`config.mk`:
```
export PLATFORM = sky130hd
export DESIGN_NAME = llbs_core
export DESIGN_NICKNAME = d
export VERILOG_FILES = /design/src/pkg/llbs_pkg.sv /design/src/hw/llbs_core.sv
export SDC_FILE = /design/constraint.sdc
export NUM_CORES = 1
export LEC_CHECK = 0
export ABC_AREA = 1
export BUFFER_PORTS_ARGS = -buffer_cell sky130_fd_sc_hd__buf_2
export CAP_MARGIN = 15
export CORE_ASPECT_RATIO = 1.4
export CORE_MARGIN = 1
export CORE_UTILIZATION = 40
export CTS_CLUSTER_SIZE = 10
export DETAILED_ROUTE_END_ITERATION = 10
export SLEW_MARGIN = 20
export SYNTH_ARGS = -nofsm -noshare
export SYNTH_HDL_FRONTEND = slang
export SYNTH_SLANG_ARGS = --single-unit
```
`constraint.sdc`:
```
create_clock -name clk -period 10.81 [get_ports clk]
set_input_delay 1.081 -clock clk [delete_from_list [all_inputs] [get_ports clk]]
set_output_delay 1.081 -clock clk [all_outputs]
set_load 0.02 [all_outputs]
```
`src/pkg/llbs_pkg.sv`:
```
// shared constants and types for the light-load burst and soft-start block
// assumes a single 40 MHz oscillator clock; comparator flags arrive asynchronously
package llbs_pkg;
	// ************************************
	// clock and oscillator
	// ************************************
	localparam int unsigned CLK_HZ = 40_000_000; // core clock
	localparam int unsigned CLK_MHZ = CLK_HZ / 1_000_000;
	localparam int unsigned NOM_HZ = 65_000; // nominal switching rate
	localparam int unsigned MIN_HZ = 25_000; // minimum_switch_frequency, plain default
	localparam int unsigned JIT_HZ = 4_000; // jitter deviation
	localparam int unsigned JIT_RATE_HZ = 125; // triangle rate
	localparam int unsigned NOM_P = CLK_HZ / NOM_HZ; // nominal period, cycles
	localparam int unsigned MIN_P = CLK_HZ / MIN_HZ; // longest period, cycles
	localparam int unsigned SPAN_P = MIN_P - NOM_P;
	localparam int unsigned JIT_P = CLK_HZ / (NOM_HZ - JIT_HZ) - NOM_P;
	localparam int unsigned JIT_STEP = CLK_HZ / (JIT_RATE_HZ * 4 * JIT_P);
	localparam int unsigned DUTY_PCT = 80; // duty ceiling
	localparam int unsigned DUTY_NUM = (DUTY_PCT * 64) / 100; // in 1/64ths
	// ************************************
	// timing figures
	// ************************************
	localparam int unsigned MAX_ON_NS = 12_000; // on-time ceiling, plain default
	localparam int unsigned MAX_ON_CYC = (MAX_ON_NS * CLK_MHZ) / 1000;
	localparam int unsigned LEB_NS = 250; // blanking window
	localparam int unsigned LEB_CYC = (LEB_NS * CLK_MHZ + 999) / 1000;
	localparam int unsigned SS_MS = 4; // soft_start_duration
	localparam int unsigned SS_CYC_DEF = SS_MS * (CLK_HZ / 1000);
	localparam int unsigned SS_STEPS = 32;
	localparam int unsigned HOLD_US = 1250; // burst holdoff
	localparam int unsigned HOLD_CYC_DEF = HOLD_US * CLK_MHZ;
	localparam int unsigned BURST_MIN_DEF = 3; // minimum pulses per burst
	localparam int unsigned LV_SAMPLES = 2; // quiet sample clocks for validity
	// ************************************
	// synchronised flag indices
	// ************************************
	localparam int F_FOLD_S = 0; // feedback below foldback start
	localparam int F_FOLD_E = 1; // feedback below foldback end
	localparam int F_FREEZE = 2; // feedback below freeze level
	localparam int F_SKIP_IN = 3; // feedback at skip entry
	localparam int F_SKIP_OUT = 4; // feedback above skip exit
	localparam int F_TRAN = 5; // feedback above transient level
	localparam int F_OPC = 6; // feedback above overpower_enable_level
	localparam int F_CS_FB = 7; // sense at feedback threshold
	localparam int F_CS_MAX = 8; // sense at 0.7 V ceiling
	localparam int F_CS_SS = 9; // sense at soft-start ramp
	localparam int F_CS_SHORT = 10; // sense at winding-short level
	localparam int F_LINE_CMP = 11; // line unplug detector comparator
	localparam int F_LINE_SMP = 12; // line sample clock
	localparam int NFLAG = 13;
	// ************************************
	// register port map
	// ************************************
	localparam logic [3:0] REG_CTRL = 4'h0;
	localparam logic [3:0] REG_STATUS = 4'h1;
	localparam logic [3:0] REG_LINE = 4'h2;
	localparam int CTRL_DRV_EN = 0; // drive enable bit
	localparam logic [7:0] CTRL_RESET = 8'h01;
	typedef enum logic [1:0] {
		ST_RUN = 2'b00,
		ST_STOP = 2'b01,
		ST_BURST = 2'b10,
		ST_PROT = 2'b11
	} llbs_state_t;
endpackage

```
`src/hw/llbs_core.sv`:
```
// light-load sequencing: foldback, skip/burst, blanking, peak stop, soft-start,
// winding-short trip, overpower gating and line-peak validation
// assumes comparator flags from analog pins, a 40 MHz clock and a supply reset
`timescale 1ns/100ps
// Function
// - foldback lengthens period linearly to minimum
// - maximum on-time limit always enforced
// - jitter keeps running during foldback
// - freeze setpoint at 300 mV below freeze
// - skip stops pulses until skip exit
// - skip entry waits for pulse end
// - burst repetition limited by holdoff timer
// - skip exit resumes, starts timer and counter
// - stop only after minimum burst pulses
// - no restart before holdoff expires
// - expiry alone never starts a burst
// - transient level leaves burst at once
// - blank 250 ns, then feedback threshold stops
// - 0.7 V ceiling comparator also stops
// - soft-start ramps setpoint in 32 steps
// - frequency rises with soft-start ramp
// - winding short enters protection at once
// - overpower source only above enable level
// - line peak sampled and reset on events
// - peak valid after 2 quiet sample clocks
// - duty never exceeds 80 percent
// - triangle jitter at 125 Hz
module llbs_core #(
	parameter int unsigned SS_CYCLES = llbs_pkg::SS_CYC_DEF,
	parameter int unsigned HOLD_CYCLES = llbs_pkg::HOLD_CYC_DEF,
	parameter int unsigned BURST_MIN = llbs_pkg::BURST_MIN_DEF
) (
	input wire logic clk,
	input wire logic arst_n,
	input wire logic fb_below_fold_start,
	input wire logic fb_below_fold_end,
	input wire logic [4:0] fold_code,
	input wire logic fb_below_freeze,
	input wire logic fb_skip_in,
	input wire logic fb_above_skip_out,
	input wire logic fb_above_transient,
	input wire logic fb_above_overpower,
	input wire logic cs_at_feedback,
	input wire logic cs_at_max,
	input wire logic cs_at_soft_start,
	input wire logic cs_at_short,
	input wire logic line_cmp,
	input wire logic line_sample,
	input wire logic [4:0] line_code,
	input wire logic [3:0] reg_addr,
	input wire logic [7:0] reg_wdata,
	input wire logic reg_wr,
	input wire logic reg_rd,
	output logic [7:0] reg_rdata,
	output logic gate_drive_out,
	output logic protect_mode,
	output logic low_power,
	output logic setpoint_freeze,
	output logic overpower_enable,
	output logic [4:0] ss_setpoint_code,
	output logic [4:0] line_peak,
	output logic line_peak_valid,
	output logic line_peak_reset
);
	import llbs_pkg::*;

	// ************************************
	// state record
	// ************************************
	typedef struct packed {
		llbs_state_t fsm; // light-load mode
		logic [NFLAG-1:0] s1; // first sync stage, read only by s2
		logic [NFLAG-1:0] s2; // usable flags
		logic [4:0] fc1; // fold code sync
		logic [4:0] fc2;
		logic [4:0] ad1; // line code sync
		logic [4:0] ad2;
		logic lc_d; // comparator history
		logic smp_d; // sample clock history
		logic [10:0] osc_cnt; // position in period
		logic [10:0] period; // current period length
		logic [10:0] on_cnt; // cycles since pulse start
		logic gate; // drive pulse
		logic [7:0] jit; // signed jitter offset
		logic jdir; // triangle direction, 1 = up
		logic [11:0] jdiv; // jitter step divider
		logic [4:0] ss_step; // ramp step
		logic ss_done; // ramp at limit
		logic [12:0] ss_div; // step divider
		logic [15:0] hold_cnt; // holdoff count
		logic hold_run; // holdoff not yet expired
		logic [3:0] bcnt; // pulses in this burst
		logic skip_seen; // skip entry seen in burst
		logic protect;
		logic low_power;
		logic freeze;
		logic opc;
		logic [1:0] lv_cnt; // quiet sample clocks
		logic lv_arm; // counting after a falling edge
		logic [4:0] line_peak;
		logic line_valid;
		logic line_rst;
		logic [7:0] ctrl; // control register
		logic [7:0] rdata;
	} llbs_st_t;

	localparam llbs_st_t ST_INIT = '{
		fsm: ST_RUN,
		jdir: 1'b1,
		period: 11'(MIN_P), // first period at the lowest rate, the same rate the soft-start ramp begins at
		ctrl: CTRL_RESET,
		default: '0
	};
	localparam logic [12:0] SS_STEP_CYC = 13'(SS_CYCLES / SS_STEPS);
	localparam logic [15:0] HOLD_LOAD = 16'(HOLD_CYCLES - 1);
	localparam logic [3:0] BMIN = 4'(BURST_MIN);

	llbs_st_t st; // registered state
	llbs_st_t n; // next state
	logic rst_meta; // reset release stage one
	logic rst_sync_n; // reset used by the design

	// ************************************
	// reset release
	// ************************************
	// async assert, two-stage release avoids recovery races
	always_ff @(posedge clk or negedge arst_n) begin
		if (!arst_n) begin
			rst_meta <= 1'b0;
			rst_sync_n <= 1'b0;
		end else begin
			rst_meta <= 1'b1;
			rst_sync_n <= rst_meta;
		end
	end

	// ************************************
	// next-state logic
	// ************************************
	always_comb begin
		logic [NFLAG-1:0] f; // synchronised flags
		logic [5:0] fk; // foldback depth 0..32
		logic [5:0] sk; // soft-start depth 0..32
		int fp; // foldback period
		int sp; // soft-start period
		int np; // chosen period
		logic wrap; // end of period
		logic may_start; // a new pulse is allowed
		logic burst_stop; // burst may end
		logic blank; // sense ignored
		logic pk_end; // peak current reached
		logic t_end; // time limit reached
		logic start; // pulse starts now
		logic lc_rise;
		logic lc_fall;
		logic smp_rise;
		f = st.s2;
		fk = '0;
		sk = '0;
		fp = 0;
		sp = 0;
		np = 0;
		wrap = 1'b0;
		may_start = 1'b0;
		burst_stop = 1'b0;
		blank = 1'b0;
		pk_end = 1'b0;
		t_end = 1'b0;
		start = 1'b0;
		lc_rise = 1'b0;
		lc_fall = 1'b0;
		smp_rise = 1'b0;
		n = st;

		// two flops on every pin flag before use
		n.s1 = {line_sample, line_cmp, cs_at_short, cs_at_soft_start, cs_at_max,
			cs_at_feedback, fb_above_overpower, fb_above_transient,
			fb_above_skip_out, fb_skip_in, fb_below_freeze, fb_below_fold_end,
			fb_below_fold_start};
		n.s2 = st.s1;
		// code busses may tear on a change; a one-period glitch only
		n.fc1 = fold_code;
		n.fc2 = st.fc1;
		n.ad1 = line_code;
		n.ad2 = st.ad1;

		// triangle jitter, free-running in every mode
		if (st.jdiv == 12'(JIT_STEP - 1)) begin
			n.jdiv = '0;
			if (st.jdir) begin
				n.jit = st.jit + 8'h01;
				if ($signed(st.jit) == $signed(8'(JIT_P - 1))) begin
					n.jdir = 1'b0;
				end
			end else begin
				n.jit = st.jit - 8'h01;
				if ($signed(st.jit) == -$signed(8'(JIT_P - 1))) begin
					n.jdir = 1'b1;
				end
			end
		end else begin
			n.jdiv = st.jdiv + 12'h001;
		end

		// soft-start ramp after every start
		if (!st.ss_done) begin
			if (st.ss_div == SS_STEP_CYC - 13'h0001) begin
				n.ss_div = '0;
				if (st.ss_step == 5'h1F) begin
					n.ss_done = 1'b1;
				end else begin
					n.ss_step = st.ss_step + 5'h01;
				end
			end else begin
				n.ss_div = st.ss_div + 13'h0001;
			end
		end

		// period: the slower of foldback and soft-start, plus jitter
		if (f[F_FOLD_E]) begin
			fk = 6'h20;
		end else if (f[F_FOLD_S]) begin
			fk = {1'b0, st.fc2};
		end
		if (!st.ss_done) begin
			sk = 6'h20 - {1'b0, st.ss_step};
		end
		fp = int'(NOM_P) + ((int'(SPAN_P) * int'(fk)) >>> 5);
		sp = int'(NOM_P) + ((int'(SPAN_P) * int'(sk)) >>> 5);
		np = ((fp > sp) ? fp : sp) + int'($signed(st.jit));

		// holdoff runs on its own once loaded
		if (st.hold_run) begin
			if (st.hold_cnt == '0) begin
				n.hold_run = 1'b0;
			end else begin
				n.hold_cnt = st.hold_cnt - 16'h0001;
			end
		end

		// which mode may start a pulse
		burst_stop = st.skip_seen && (st.bcnt >= BMIN);
		case (st.fsm)
			ST_RUN: may_start = !f[F_SKIP_IN];
			ST_BURST: may_start = !burst_stop;
			default: may_start = 1'b0;
		endcase
		may_start = may_start && st.ctrl[CTRL_DRV_EN];

		// oscillator and pulse timing
		wrap = (st.osc_cnt >= st.period - 11'h001);
		if (wrap) begin
			n.osc_cnt = '0;
			n.period = 11'(np);
			start = may_start && !st.gate;
		end else begin
			n.osc_cnt = st.osc_cnt + 11'h001;
		end
		blank = (st.on_cnt < 11'(LEB_CYC));
		pk_end = !blank && (f[F_CS_FB] || f[F_CS_MAX] ||
			(f[F_CS_SS] && !st.ss_done));
		t_end = (st.on_cnt >= 11'(MAX_ON_CYC - 1)) ||
			(st.on_cnt >= 11'((int'(st.period) * int'(DUTY_NUM)) >>> 6));
		if (st.gate) begin
			n.on_cnt = st.on_cnt + 11'h001;
			if (pk_end || t_end) begin
				n.gate = 1'b0;
				if (st.fsm == ST_BURST && st.bcnt != 4'hF) begin
					n.bcnt = st.bcnt + 4'h1;
				end
			end
		end else if (start) begin
			n.gate = 1'b1;
			n.on_cnt = '0;
		end

		// light-load mode sequencing
		case (st.fsm)
			ST_RUN: begin
				// stop only once the running pulse has ended
				if (f[F_SKIP_IN] && !st.gate) begin
					n.fsm = ST_STOP;
				end
			end
			ST_STOP: begin
				if (f[F_TRAN]) begin
					n.fsm = ST_RUN;
				end else if (f[F_SKIP_OUT] && !st.hold_run) begin
					// level seen after expiry, never expiry alone
					n.fsm = ST_BURST;
					n.hold_cnt = HOLD_LOAD;
					n.hold_run = 1'b1;
					n.bcnt = '0;
					n.skip_seen = 1'b0;
				end
			end
			ST_BURST: begin
				if (f[F_TRAN]) begin
					n.fsm = ST_RUN;
				end else begin
					if (f[F_SKIP_IN]) begin
						n.skip_seen = 1'b1;
					end
					if (burst_stop && !st.gate) begin
						n.fsm = ST_STOP;
					end
				end
			end
			default: n.fsm = ST_PROT; // latched until supply reset
		endcase
		// winding short overrides everything, even blanking
		if (f[F_CS_SHORT]) begin
			n.fsm = ST_PROT;
			n.gate = 1'b0;
		end
		if (st.fsm == ST_PROT) begin
			n.gate = 1'b0;
		end
		n.protect = (n.fsm == ST_PROT);
		n.low_power = (n.fsm == ST_STOP);

		// setpoint freeze and overpower gating
		n.freeze = f[F_FOLD_S] && f[F_FREEZE];
		n.opc = f[F_OPC];

		// line peak validation
		n.lc_d = f[F_LINE_CMP];
		n.smp_d = f[F_LINE_SMP];
		lc_rise = f[F_LINE_CMP] && !st.lc_d;
		lc_fall = !f[F_LINE_CMP] && st.lc_d;
		smp_rise = f[F_LINE_SMP] && !st.smp_d;
		n.line_rst = smp_rise;
		if (lc_rise || lc_fall) begin
			// any edge restarts the quiet count
			n.lv_cnt = '0;
			n.lv_arm = lc_fall;
		end else if (smp_rise && st.lv_arm) begin
			if (st.lv_cnt == 2'(LV_SAMPLES - 1)) begin
				n.line_peak = st.ad2;
				n.line_valid = 1'b1;
				n.lv_arm = 1'b0;
				n.lv_cnt = '0;
			end else begin
				n.lv_cnt = st.lv_cnt + 2'h1;
			end
		end

		// register port: write, then read data for one cycle
		if (reg_wr && reg_addr == REG_CTRL) begin
			n.ctrl = {7'h00, reg_wdata[CTRL_DRV_EN]};
		end
		n.rdata = 8'h00;
		if (reg_rd) begin
			case (reg_addr)
				REG_CTRL: n.rdata = st.ctrl;
				REG_STATUS: n.rdata = {st.line_valid, st.hold_run, st.ss_done,
					st.protect, st.gate, st.low_power, st.fsm};
				REG_LINE: n.rdata = {3'h0, st.line_peak};
				default: n.rdata = 8'h00; // unmapped reads as zero
			endcase
		end
	end

	// ************************************
	// state register
	// ************************************
	always_ff @(posedge clk or negedge rst_sync_n) begin
		if (!rst_sync_n) begin
			st <= ST_INIT;
		end else begin
			st <= n;
		end
	end

	// ************************************
	// outputs straight from flops
	// ************************************
	assign gate_drive_out = st.gate;
	assign protect_mode = st.protect;
	assign low_power = st.low_power;
	assign setpoint_freeze = st.freeze;
	assign overpower_enable = st.opc;
	assign ss_setpoint_code = st.ss_step;
	assign line_peak = st.line_peak;
	assign line_peak_valid = st.line_valid;
	assign line_peak_reset = st.line_rst;
	assign reg_rdata = st.rdata;
endmodule

```
==> metrics, run 1 <==
status=finished clean; met2 layer usage reported by global route=33.0%; Tightest Hold Check Type=flip-flop to asynchronous set/reset pin; number of global-route vias before repair=9948; cts-stage hold buffer count=0; Routed wire per std cell=12.8 um; Die Span Y=215 um; sum of negative setup slack=0 ns; number of DRC violations after detailed routing=0; global-route met1 utilization=17.9%; setup fix buffers added after clock tree synthesis=0; category of the critical setup timing path=flip-flop to flip-flop; period utilization=73.9%; flop and latch count out of synthesis=171; synthesized instance count=1594; clock latency at the later pin of the worst-skew pair=0.44 ns; Final setup violation count=0; Total Wirelength=26100 um; Std-Cell Core Area=31700 um2; type of origin of the critical path=flip-flop; layout cells sized above 1=8.34%; total number of vias=9984; Initial DRC Count=359; most frequent cells after synthesis=sky130_fd_sc_hd__inv_1, sky130_fd_sc_hd__nand2_1, sky130_fd_sc_hd__dfrtp_1; First-pass DRT Iterations=5; horizontal die dimension=154 um; clock slew at reported path FFs=0.07 ns; Worst slew margin=39.1%; global-route usage over all layers=16.9%; maximum achievable frequency=125 MHz; Register-to-Register Path Depth=39; peak ir drop on the vdd network=0.0785 mV; arrival time reported for the critical path endpoint=8.30 ns; count of maximum capacitance violations=0; residual overflow from global routing=0; proportion of synthesized area in mux cells=0.524%; number of fillers in the final layout=3105; Clk network pwr share=35.1%; worst slack after detailed placement=2.83 ns; largest net degree at the start of global routing=73; busiest grt layer=met2; number of primary I/O pins=64; full die area=33000 um2; nets@finish=1882; internal reg-to-reg setup slack=2.82 ns; end of the worst register-to-register path=st[111]; post-synthesis share of cell area spent on full adders, half adders and majority gates=21.8%; final critical-path required period=7.99 ns; number of unique standard cell types used by synthesis=59; starting density of the core=40.7%; Lkg Pwr=7.57 nW; Cell Pwr Density=127 nW/um2; switching share of total power=33.3%; placed instance count=2017; switching power total=0.599 mW; delay of the slowest cell on the worst path=0.55 ns; TritonCTS clock tree=done; unrepaired setup endpoints after global routing=no; total of cells resized after clock tree synthesis=0; dominant combinational cell family by area after synthesis=adder cells; total CTS buffers=17; total of warnings raised by yosys=0; area added between synthesis and finish=9.40%; proportion of synthesized flip-flops having asynchronous set or reset=100%; sequential fraction of the synthesis area=33.2%; initial antenna violation count=0; number of cells in the finished layout apart from fillers=2049; number of hold violations in the final report=0; reg-to-reg critical path startpoint=ss_setpoint_code[0]; cell internal pwr=1.20 mW; required time at the endpoint of the critical path=11.12 ns; post-route core utilization=44.5%; share of power burned in combinational logic=24.5%; actual transition at the worst max-transition pin=0.913 ns; average size of a mapped cell=8.10 um2; met3 track demand over resource=2.57%; fraction of synthesized cell area taken by the top area cell type=32.2%; number of flops mapped to enable cells by yosys=0; power after layout=1.80 mW; first-pass GRT wire length=45300 um; complex-gate fraction of the synthesized area=8.79%; sequential cell area=4290 um2; multi-input logic area=7280 um2; count of H-tree levels built during CTS=4; most frequent cell after synthesis=sky130_fd_sc_hd__inv_1; RePlAce Congestion=0.889; synthesized cell area=12900 um2; cell type with the largest total area after synthesis=sky130_fd_sc_hd__dfrtp_1; final worst slack=2.82 ns; number of sinks handled by clock tree synthesis=171; Fin Clk Skew=0.00976 ns; Port-buffer cells=56; row count=77; main area contributors after synthesis=sky130_fd_sc_hd__dfrtp_1, sky130_fd_sc_hd__ha_1, sky130_fd_sc_hd__inv_1; Post-synth top flop=sky130_fd_sc_hd__dfrtp_1; largest fanout on the critical path=20; Post-DP HPWL=21000 um; area fraction in and, or, nand and nor cells after synthesis=21.0%; Critical Path Sink Type=flip-flop; Slowest-stage cell, CP=sky130_fd_sc_hd__nor3_1; ant diodes=0; relative contribution of sequential cells to total power=40.5%; count of nets left with antenna violations after detail routing=0; parity-gate share of the synthesized area counting xor and xnor cells=4.19%; Clock Root Buffer=sky130_fd_sc_hd__clkbuf_16; per-cell via count in the routed design=4.87; Max clock buf depth=2; count of final max-slew check failures=0
## area by class of cell
type                    instances  share of cell area, %
multi-input cells            1087                   51.5
clock inverters                12                   1.13
clock buffers                  20                   3.16
well taps                     395                   3.50
repair buffers                 60                   2.20
flip-flops and latches        171                   30.4
inverters                     304                   8.08
## worst max-delay path by stage
stage,startpoint,to,depth (start not counted)
detailed placement,ss_setpoint_code[0],st[111],38
finish,ss_setpoint_code[0],st[111],39
global placement,ss_setpoint_code[0],st[111],38
global route,ss_setpoint_code[0],st[114],44
floorplan,ss_setpoint_code[0],st[114],44
CTS,ss_setpoint_code[0],st[111],38
## power by group through the flow
stage | sequential, mW | combinational (mW) | clock (mW)
2_1_floorplan | 0.738 | 0.344 | 0
3_3_place_gp | 0.739 | 0.439 | 0
3_5_place_dp | 0.738 | 0.445 | 0
4_1_cts | 0.728 | 0.447 | 0.656
5_1_grt | 0.734 | 0.510 | 0.676
6_report | 0.728 | 0.440 | 0.631
## worst max-delay path: cells and delay by family (launching register included)
| family | cells | cell delay (ns) |
|---|---|---|
| AO/OA/AOI/OAI | 9 | 1.85 |
| XOR/XNOR | 3 | 0.52 |
| adder cells (fa/ha/maj) | 8 | 2.63 |
| buffers and inverters | 7 | 0.75 |
| flip-flops | 1 | 0.38 |
| AND/OR/NAND/NOR | 12 | 1.70 |
## per-stage QoR
stage	hold WS [ns]	area (um2)
global placement	0.319	13500
floorplan	0.331	12900
detailed placement	0.322	13500
CTS	0.316	14100
finish	0.293	14100
global route	0.342	14100
## cell usage in the layout, fill, tap and decap left out, types with 45 or more instances in the layout
| cell | Yosys | layout |
|---|---|---|
| sky130_fd_sc_hd__inv_1 | 301 | 301 |
| sky130_fd_sc_hd__nand2_1 | 288 | 288 |
| sky130_fd_sc_hd__dfrtp_1 | 166 | 165 |
| sky130_fd_sc_hd__ha_1 | 164 | 164 |
| sky130_fd_sc_hd__nor2_1 | 131 | 131 |
| sky130_fd_sc_hd__a21oi_1 | 90 | 90 |
| sky130_fd_sc_hd__nand3_1 | 87 | 87 |
| sky130_fd_sc_hd__o21ai_0 | 70 | 70 |
| sky130_fd_sc_hd__buf_2 | 3 | 56 |
| sky130_fd_sc_hd__xor2_1 | 45 | 45 |
## logic make-up after synthesis
family          Yosys count
mux                       6
other cells               1
flops                   171
fa+ha+maj               202
buf+inv                 337
simple gates            615
xor+xnor                 60
compound gates          202
## sequential cells by signal (all words and copies together) (netlist names)
signal,cells
st,118
n,26
low_power,1
gate_drive_out,1
setpoint_freeze,1
reg_rdata,8
protect_mode,1
line_peak_reset,1
overpower_enable,1
line_peak_valid,1
line_peak,5
ss_setpoint_code,5
rst_meta,1
rst_sync_n,1
## metal layers
layer,routed length [um],up-vias
met1,10700,4659
met2,14400,88
met4,632,0
met3,461,35
met5,0,-
li1,-,5202
No activity file was read; power rests on OpenSTA's default activity.
==> run 2, diff against run 1 <==
- clock period: 10.81 -> 8 ns (I/O delays scaled with it)
==> metrics, run 2 (synthesized netlist as in run 1, its figures left out) <==
residual overflow from global routing=0 (unchanged); Worst slew margin=41.9% (+2.8 points); sum of negative setup slack=0 ns (unchanged); period utilization=91.3% (+17 points); category of the critical setup timing path=flip-flop to flip-flop; largest net degree at the start of global routing=68 (-6.8%); Fin Clk Skew=0.0126 ns (+0.00288 ns); First-pass DRT Iterations=5 (unchanged); Critical Path Sink Type=flip-flop; type of origin of the critical path=flip-flop; Port-buffer cells=56 (unchanged); count of H-tree levels built during CTS=4 (unchanged); starting density of the core=40.7% (unchanged); horizontal die dimension=154 um (unchanged); full die area=33000 um2 (unchanged); ant diodes=0 (unchanged); commonest non-fill, non-tap cell in the layout=sky130_fd_sc_hd__inv_1; number of hold violations in the final report=0 (unchanged); row count=77 (unchanged); switching power total=0.851 mW (+42%); clock latency at the later pin of the worst-skew pair=0.44 ns (about the same); area of all placed cells without fillers=14200 um2 (+0.56%); Worst Hold Margin=0.130 ns (-0.163 ns); Cell Pwr Density=174 nW/um2 (+37%); nets@finish=1887 (+0.27%); number of primary I/O pins=64 (unchanged); share of power burned in combinational logic=24.8% (+0.3 points); total number of vias=10100 (+0.76%); count of final max-slew check failures=0 (unchanged); layout cells sized above 1=8.98% (+0.64 points); initial antenna violation count=0 (unchanged); largest fanout on the critical path=7 (-65%); total CTS buffers=17 (unchanged); register with the highest flop count=st; number of global-route vias before repair=10100 (+1.2%); peak ir drop on the vdd network=0.105 mV (+34%); commonest cells after routing, fill and taps aside=sky130_fd_sc_hd__inv_1, sky130_fd_sc_hd__nand2_1, sky130_fd_sc_hd__dfrtp_1; status=finished clean; RePlAce Congestion=0.867 (-2.5%); TritonCTS clock tree=done; clock slew at reported path FFs=0.07 ns (about the same); Die Span Y=215 um (unchanged); Clk network pwr share=35.5% (+0.4 points); placed instance count=2020 (+0.15%); Post-DP HPWL=21000 um (-0.34%); number of cells in the finished layout apart from fillers=2054 (+0.24%); Routed wire per std cell=12.7 um (about the same); required time at the endpoint of the critical path=8.36 ns (-2.76 ns); unrepaired setup endpoints after global routing=no; Std-Cell Core Area=31700 um2 (unchanged); per-cell via count in the routed design=4.90 (+0.52%); count of nets left with antenna violations after detail routing=0 (unchanged); first-pass GRT wire length=45500 um (+0.52%); global-route usage over all layers=17.0% (+0.079 points); Clock Root Buffer=sky130_fd_sc_hd__clkbuf_16; Initial DRC Count=298 (-17%); Final setup violation count=0 (unchanged); area added between synthesis and finish=10.0%; switching share of total power=34.4% (+1.1 points); Tightest Hold Check Type=primary input to asynchronous set/reset pin; number of sinks handled by clock tree synthesis=171 (unchanged); post-route core utilization=44.8% (+0.25 points); actual transition at the worst max-transition pin=0.868 ns (-0.0453 ns); placed cell area=13500 um2 (+0.17%); Total Wirelength=26200 um (+0.22%); Max clock buf depth=2 (unchanged); final critical-path required period=7.30 ns (-0.686 ns); setup fix buffers added after clock tree synthesis=0 (unchanged); Slowest-stage cell, CP=sky130_fd_sc_hd__fa_1; maximum achievable frequency=137 MHz (+9.4%); delay of the slowest cell on the worst path=0.52 ns (-0.03 ns); max reg flops=118 (unchanged); number of DRC violations after detailed routing=0 (unchanged); relative contribution of sequential cells to total power=39.7% (-0.8 points); number of fillers in the final layout=3131 (+0.84%); Lkg Pwr=7.59 nW (+0.35%); count of maximum capacitance violations=0 (unchanged); arrival time reported for the critical path endpoint=7.67 ns (-0.63 ns); Register-to-Register Path Depth=40 (+2.6%); cell internal pwr=1.62 mW (+35%)
[run 2: cell count changes in the layout (fill, tap and decap cells not counted), moves of 2 or more]
cell,previous run,this run
sky130_fd_sc_hd__buf_4,4,7
sky130_fd_sc_hd__clkinv_4,1,4
sky130_fd_sc_hd__clkbuf_1,2,0
sky130_fd_sc_hd__clkinv_8,1,3
sky130_fd_sc_hd__o21ai_0,70,68
sky130_fd_sc_hd__o21ai_1,1,3
[run 2: worst paths after layout]
path                                     start          to  slack, ns
max                        ss_setpoint_code[0]     st[113]       0.70
max reg2reg                ss_setpoint_code[0]     st[113]       0.70
max in group asynchronous           rst_sync_n     st[115]       6.21
min in group clk                        n[131]     st[131]       0.35
min                                     arst_n  rst_sync_n       0.13
min reg2reg                             n[131]     st[131]       0.35
[run 2: what timing repair did]
| action | CTS | global route |
|---|---|---|
| hold buffers | 0 | 0 |
| gates resized for setup | 0 | 7 |
| endpoints found under the setup margin | 0 | 8 |
[run 2: power by group through the flow]
stage,clock network [mW],registers [mW],logic [mW]
2_1_floorplan,0,0.997,0.464
3_3_place_gp,0,1.00,0.592
3_5_place_dp,0,1.00,0.602
4_1_cts,0.908,0.985,0.604
5_1_grt,0.942,0.995,0.713
6_report,0.879,0.984,0.614
[run 2: metal layers]
metal  track usage, %  vias to the layer above  wire (um)
li1                 -                     5209          -
met3             2.69                       44        453
met5                0                        -          0
met1             18.2                     4715      10700
met2             32.7                       92      14300
met4             6.67                        0        723
[run 2: layout make-up]
cell class	instances	area [um2]	area share, %
Tap cell	395	494	3.48
Multi-Input combinational cell	1087	7290	51.4
Timing Repair Buffer	63	333	2.34
Clock inverter	15	205	1.45
Clock buffer	17	425	3.00
Timing Repair inverter	2	12.5	0.0881
Sequential cell	171	4290	30.2
Inverter	304	1140	8.06
[run 2: worst max-delay path: cells and delay by family (launching register included)]
| kind | cells | cell delay, ns |
|---|---|---|
| xor+xnor | 2 | 0.38 |
| compound gates | 9 | 1.43 |
| simple gates | 14 | 1.71 |
| flops | 1 | 0.37 |
| fa+ha+maj | 8 | 2.75 |
| buf+inv | 7 | 0.59 |
[run 2: metrics by stage]
step / setup slack (ns) / total power [mW]
after global routing: 0.0401 / 2.65
after floorplan: 1.28 / 1.46
after CTS: 0.442 / 2.50
final: 0.698 / 2.48
after detailed placement: 0.490 / 1.60
after global placement: 0.567 / 1.59
==> run 3, diff against run 2 <==
- SKIP_LAST_GASP: unset -> 1
- clock period: 8 -> 6.4 ns (I/O delays scaled with it)
==> metrics, run 3 (synthesized netlist as in run 1, its figures left out) <==
Clock Root Buffer=sky130_fd_sc_hd__clkbuf_16; switching share of total power=33.5% (-0.86 points); largest fanout on the critical path=6 (-1); Register-to-Register Path Depth=38 (-5.0%); RePlAce Congestion=0.860 (-0.81%); Worst slew margin=33.3% (-8.6 points); count of maximum capacitance violations=0 (unchanged); count of H-tree levels built during CTS=4 (unchanged); Port-buffer cells=56 (unchanged); commonest cells after routing, fill and taps aside=sky130_fd_sc_hd__inv_1, sky130_fd_sc_hd__nand2_1, sky130_fd_sc_hd__dfrtp_1; clock slew at reported path FFs=0.07 ns (about the same); Total Wirelength=29100 um (+11%); number of cells in the finished layout apart from fillers=2202 (+7.2%); initial antenna violation count=0 (unchanged); starting density of the core=40.7% (unchanged); maximum achievable frequency=153 MHz (+12%); sum of negative setup slack=-0.327 ns (-0.327 ns); total number of vias=10800 (+7.2%); ant diodes=0 (unchanged); failing checks=setup timing; delay of the slowest cell on the worst path=0.50 ns (-0.02 ns); horizontal die dimension=154 um (unchanged); final worst slack=-0.135 ns (-0.832 ns); category of the critical setup timing path=flip-flop to flip-flop; type of origin of the critical path=flip-flop; nets@finish=2035 (+7.8%); number of primary I/O pins=64 (unchanged); global-route usage over all layers=18.2% (+1.2 points); number of hold violations in the final report=0 (unchanged); arrival time reported for the critical path endpoint=6.90 ns (-0.77 ns); clock latency at the later pin of the worst-skew pair=0.44 ns (about the same); residual overflow from global routing=0 (unchanged); Critical Path Sink Type=flip-flop; unrepaired setup endpoints after global routing=yes; Lkg Pwr=8.37 nW (+10%); area added between synthesis and finish=25.1%; placed instance count=2146 (+6.2%); cell internal pwr=2.27 mW (+40%); relative contribution of sequential cells to total power=36.1% (-3.6 points); Final setup violation count=6 (+6); per-cell via count in the routed design=4.90 (about the same); status=finished, violations left; final critical-path required period=6.53 ns (-0.768 ns); number of global-route vias before repair=11000 (+9.0%); worst slack after detailed placement=-0.507 ns (-0.997 ns); peak ir drop on the vdd network=0.184 mV (+74%); Std-Cell Core Area=31700 um2 (unchanged); Tightest Hold Check Type=primary input to flip-flop; layout cells sized above 1=24.4% (+15 points); number of sinks handled by clock tree synthesis=171 (unchanged); commonest non-fill, non-tap cell in the layout=sky130_fd_sc_hd__inv_1; total CTS buffers=17 (unchanged); Post-DP HPWL=22500 um (+7.2%); Max clock buf depth=2 (unchanged); post-route core utilization=50.9% (+6.1 points); largest net degree at the start of global routing=67 (-1.5%); actual transition at the worst max-transition pin=0.998 ns (+0.130 ns); Min-Delay Path Depth=1; Slowest-stage cell, CP=sky130_fd_sc_hd__dfrtp_1; Die Span Y=215 um (unchanged); Fin Clk Skew=0.0120 ns (-0.000629 ns); required time at the endpoint of the critical path=6.76 ns (-1.60 ns); max reg flops=118 (unchanged); number of DRC violations after detailed routing=0 (unchanged); full die area=33000 um2 (unchanged); Routed wire per std cell=13.2 um (+3.6%); switching power total=1.15 mW (+35%); period utilization=102% (+11 points); power after layout=3.42 mW (+38%); Cell Pwr Density=212 nW/um2 (+21%); First-pass DRT Iterations=5 (unchanged); Clk network pwr share=29.3% (-6.2 points); register with the highest flop count=st; Initial DRC Count=309 (+3.7%); row count=77 (unchanged); count of final max-slew check failures=0 (unchanged); first-pass GRT wire length=48800 um (+7.3%); count of nets left with antenna violations after detail routing=0 (unchanged); share of power burned in combinational logic=34.6% (+9.8 points); TritonCTS clock tree=done
==> run 3: power by group through the flow <==
stage / Combinational, mW / Clock [mW] / Sequential (mW)
floorplan: 0.587 / 0 / 1.25
global placement: 0.903 / 0 / 1.25
detailed placement: 0.923 / 0 / 1.25
CTS: 1.01 / 1.04 / 1.23
global route: 1.32 / 1.07 / 1.24
finish: 1.18 / 1.00 / 1.23
==> run 3: worst paths after layout <==
check / startpoint / slack [ns] / end
max in group asynchronous: rst_sync_n / 4.60 / st[116]
min reg2reg: n[151] / 0.35 / st[151]
max reg2reg: st[65] / -0.13 / st[114]
min: fold_code[1] / 0.30 / n[139]
min in group asynchronous: rst_sync_n / 0.45 / n[142]
max: st[65] / -0.13 / st[114]
==> run 3: worst max-delay path: cells and delay by family, from the launching register on <==
kind / cells / cell delay, ns
adder cells (fa/ha/maj): 6 / 2.01
XOR/XNOR: 2 / 0.30
flip-flops: 1 / 0.50
AND/OR/NAND/NOR: 13 / 1.38
AO/OA/AOI/OAI: 6 / 1.13
buffers and inverters: 11 / 1.12
==> run 3: layout make-up <==
type,instances,area (um2)
Clock inverter,10,105
Tap cell,395,494
Sequential cell,171,4290
Inverter,304,1150
Clock buffer,22,454
Multi-Input combinational cell,1087,8140
Timing Repair Buffer,213,1510
Fill cell,2917,15600
==> run 3: per-layer routing <==
layer | wire (um) | vias up | share of wire (%) | global-route usage [%]
met3 | 481 | 48 | 1.7 | 2.69
met5 | 0 | - | 0 | 0
met2 | 16500 | 82 | 57 | 36.1
met4 | 629 | 0 | 2.2 | 6.37
li1 | - | 5514 | - | -
met1 | 11400 | 5139 | 39 | 19.1
==> run 3: what timing repair did <==
action	4_1_cts	5_1_grt
hold buffers	1	0
cloned	0	1
pin swaps	32	87
endpoints found under the setup margin	10	10
setup buffers	8	15
endpoints found under the hold margin	2	0
gates resized for setup	60	137
==> run 3: stage by stage <==
step / instance area [um2] / hold slack (ns)
4_1_cts: 15500 / 0.273
5_1_grt: 16100 / 0.278
3_3_place_gp: 14500 / 0.333
6_report: 16100 / 0.299
2_1_floorplan: 13000 / 0.331
3_5_place_dp: 14500 / 0.335
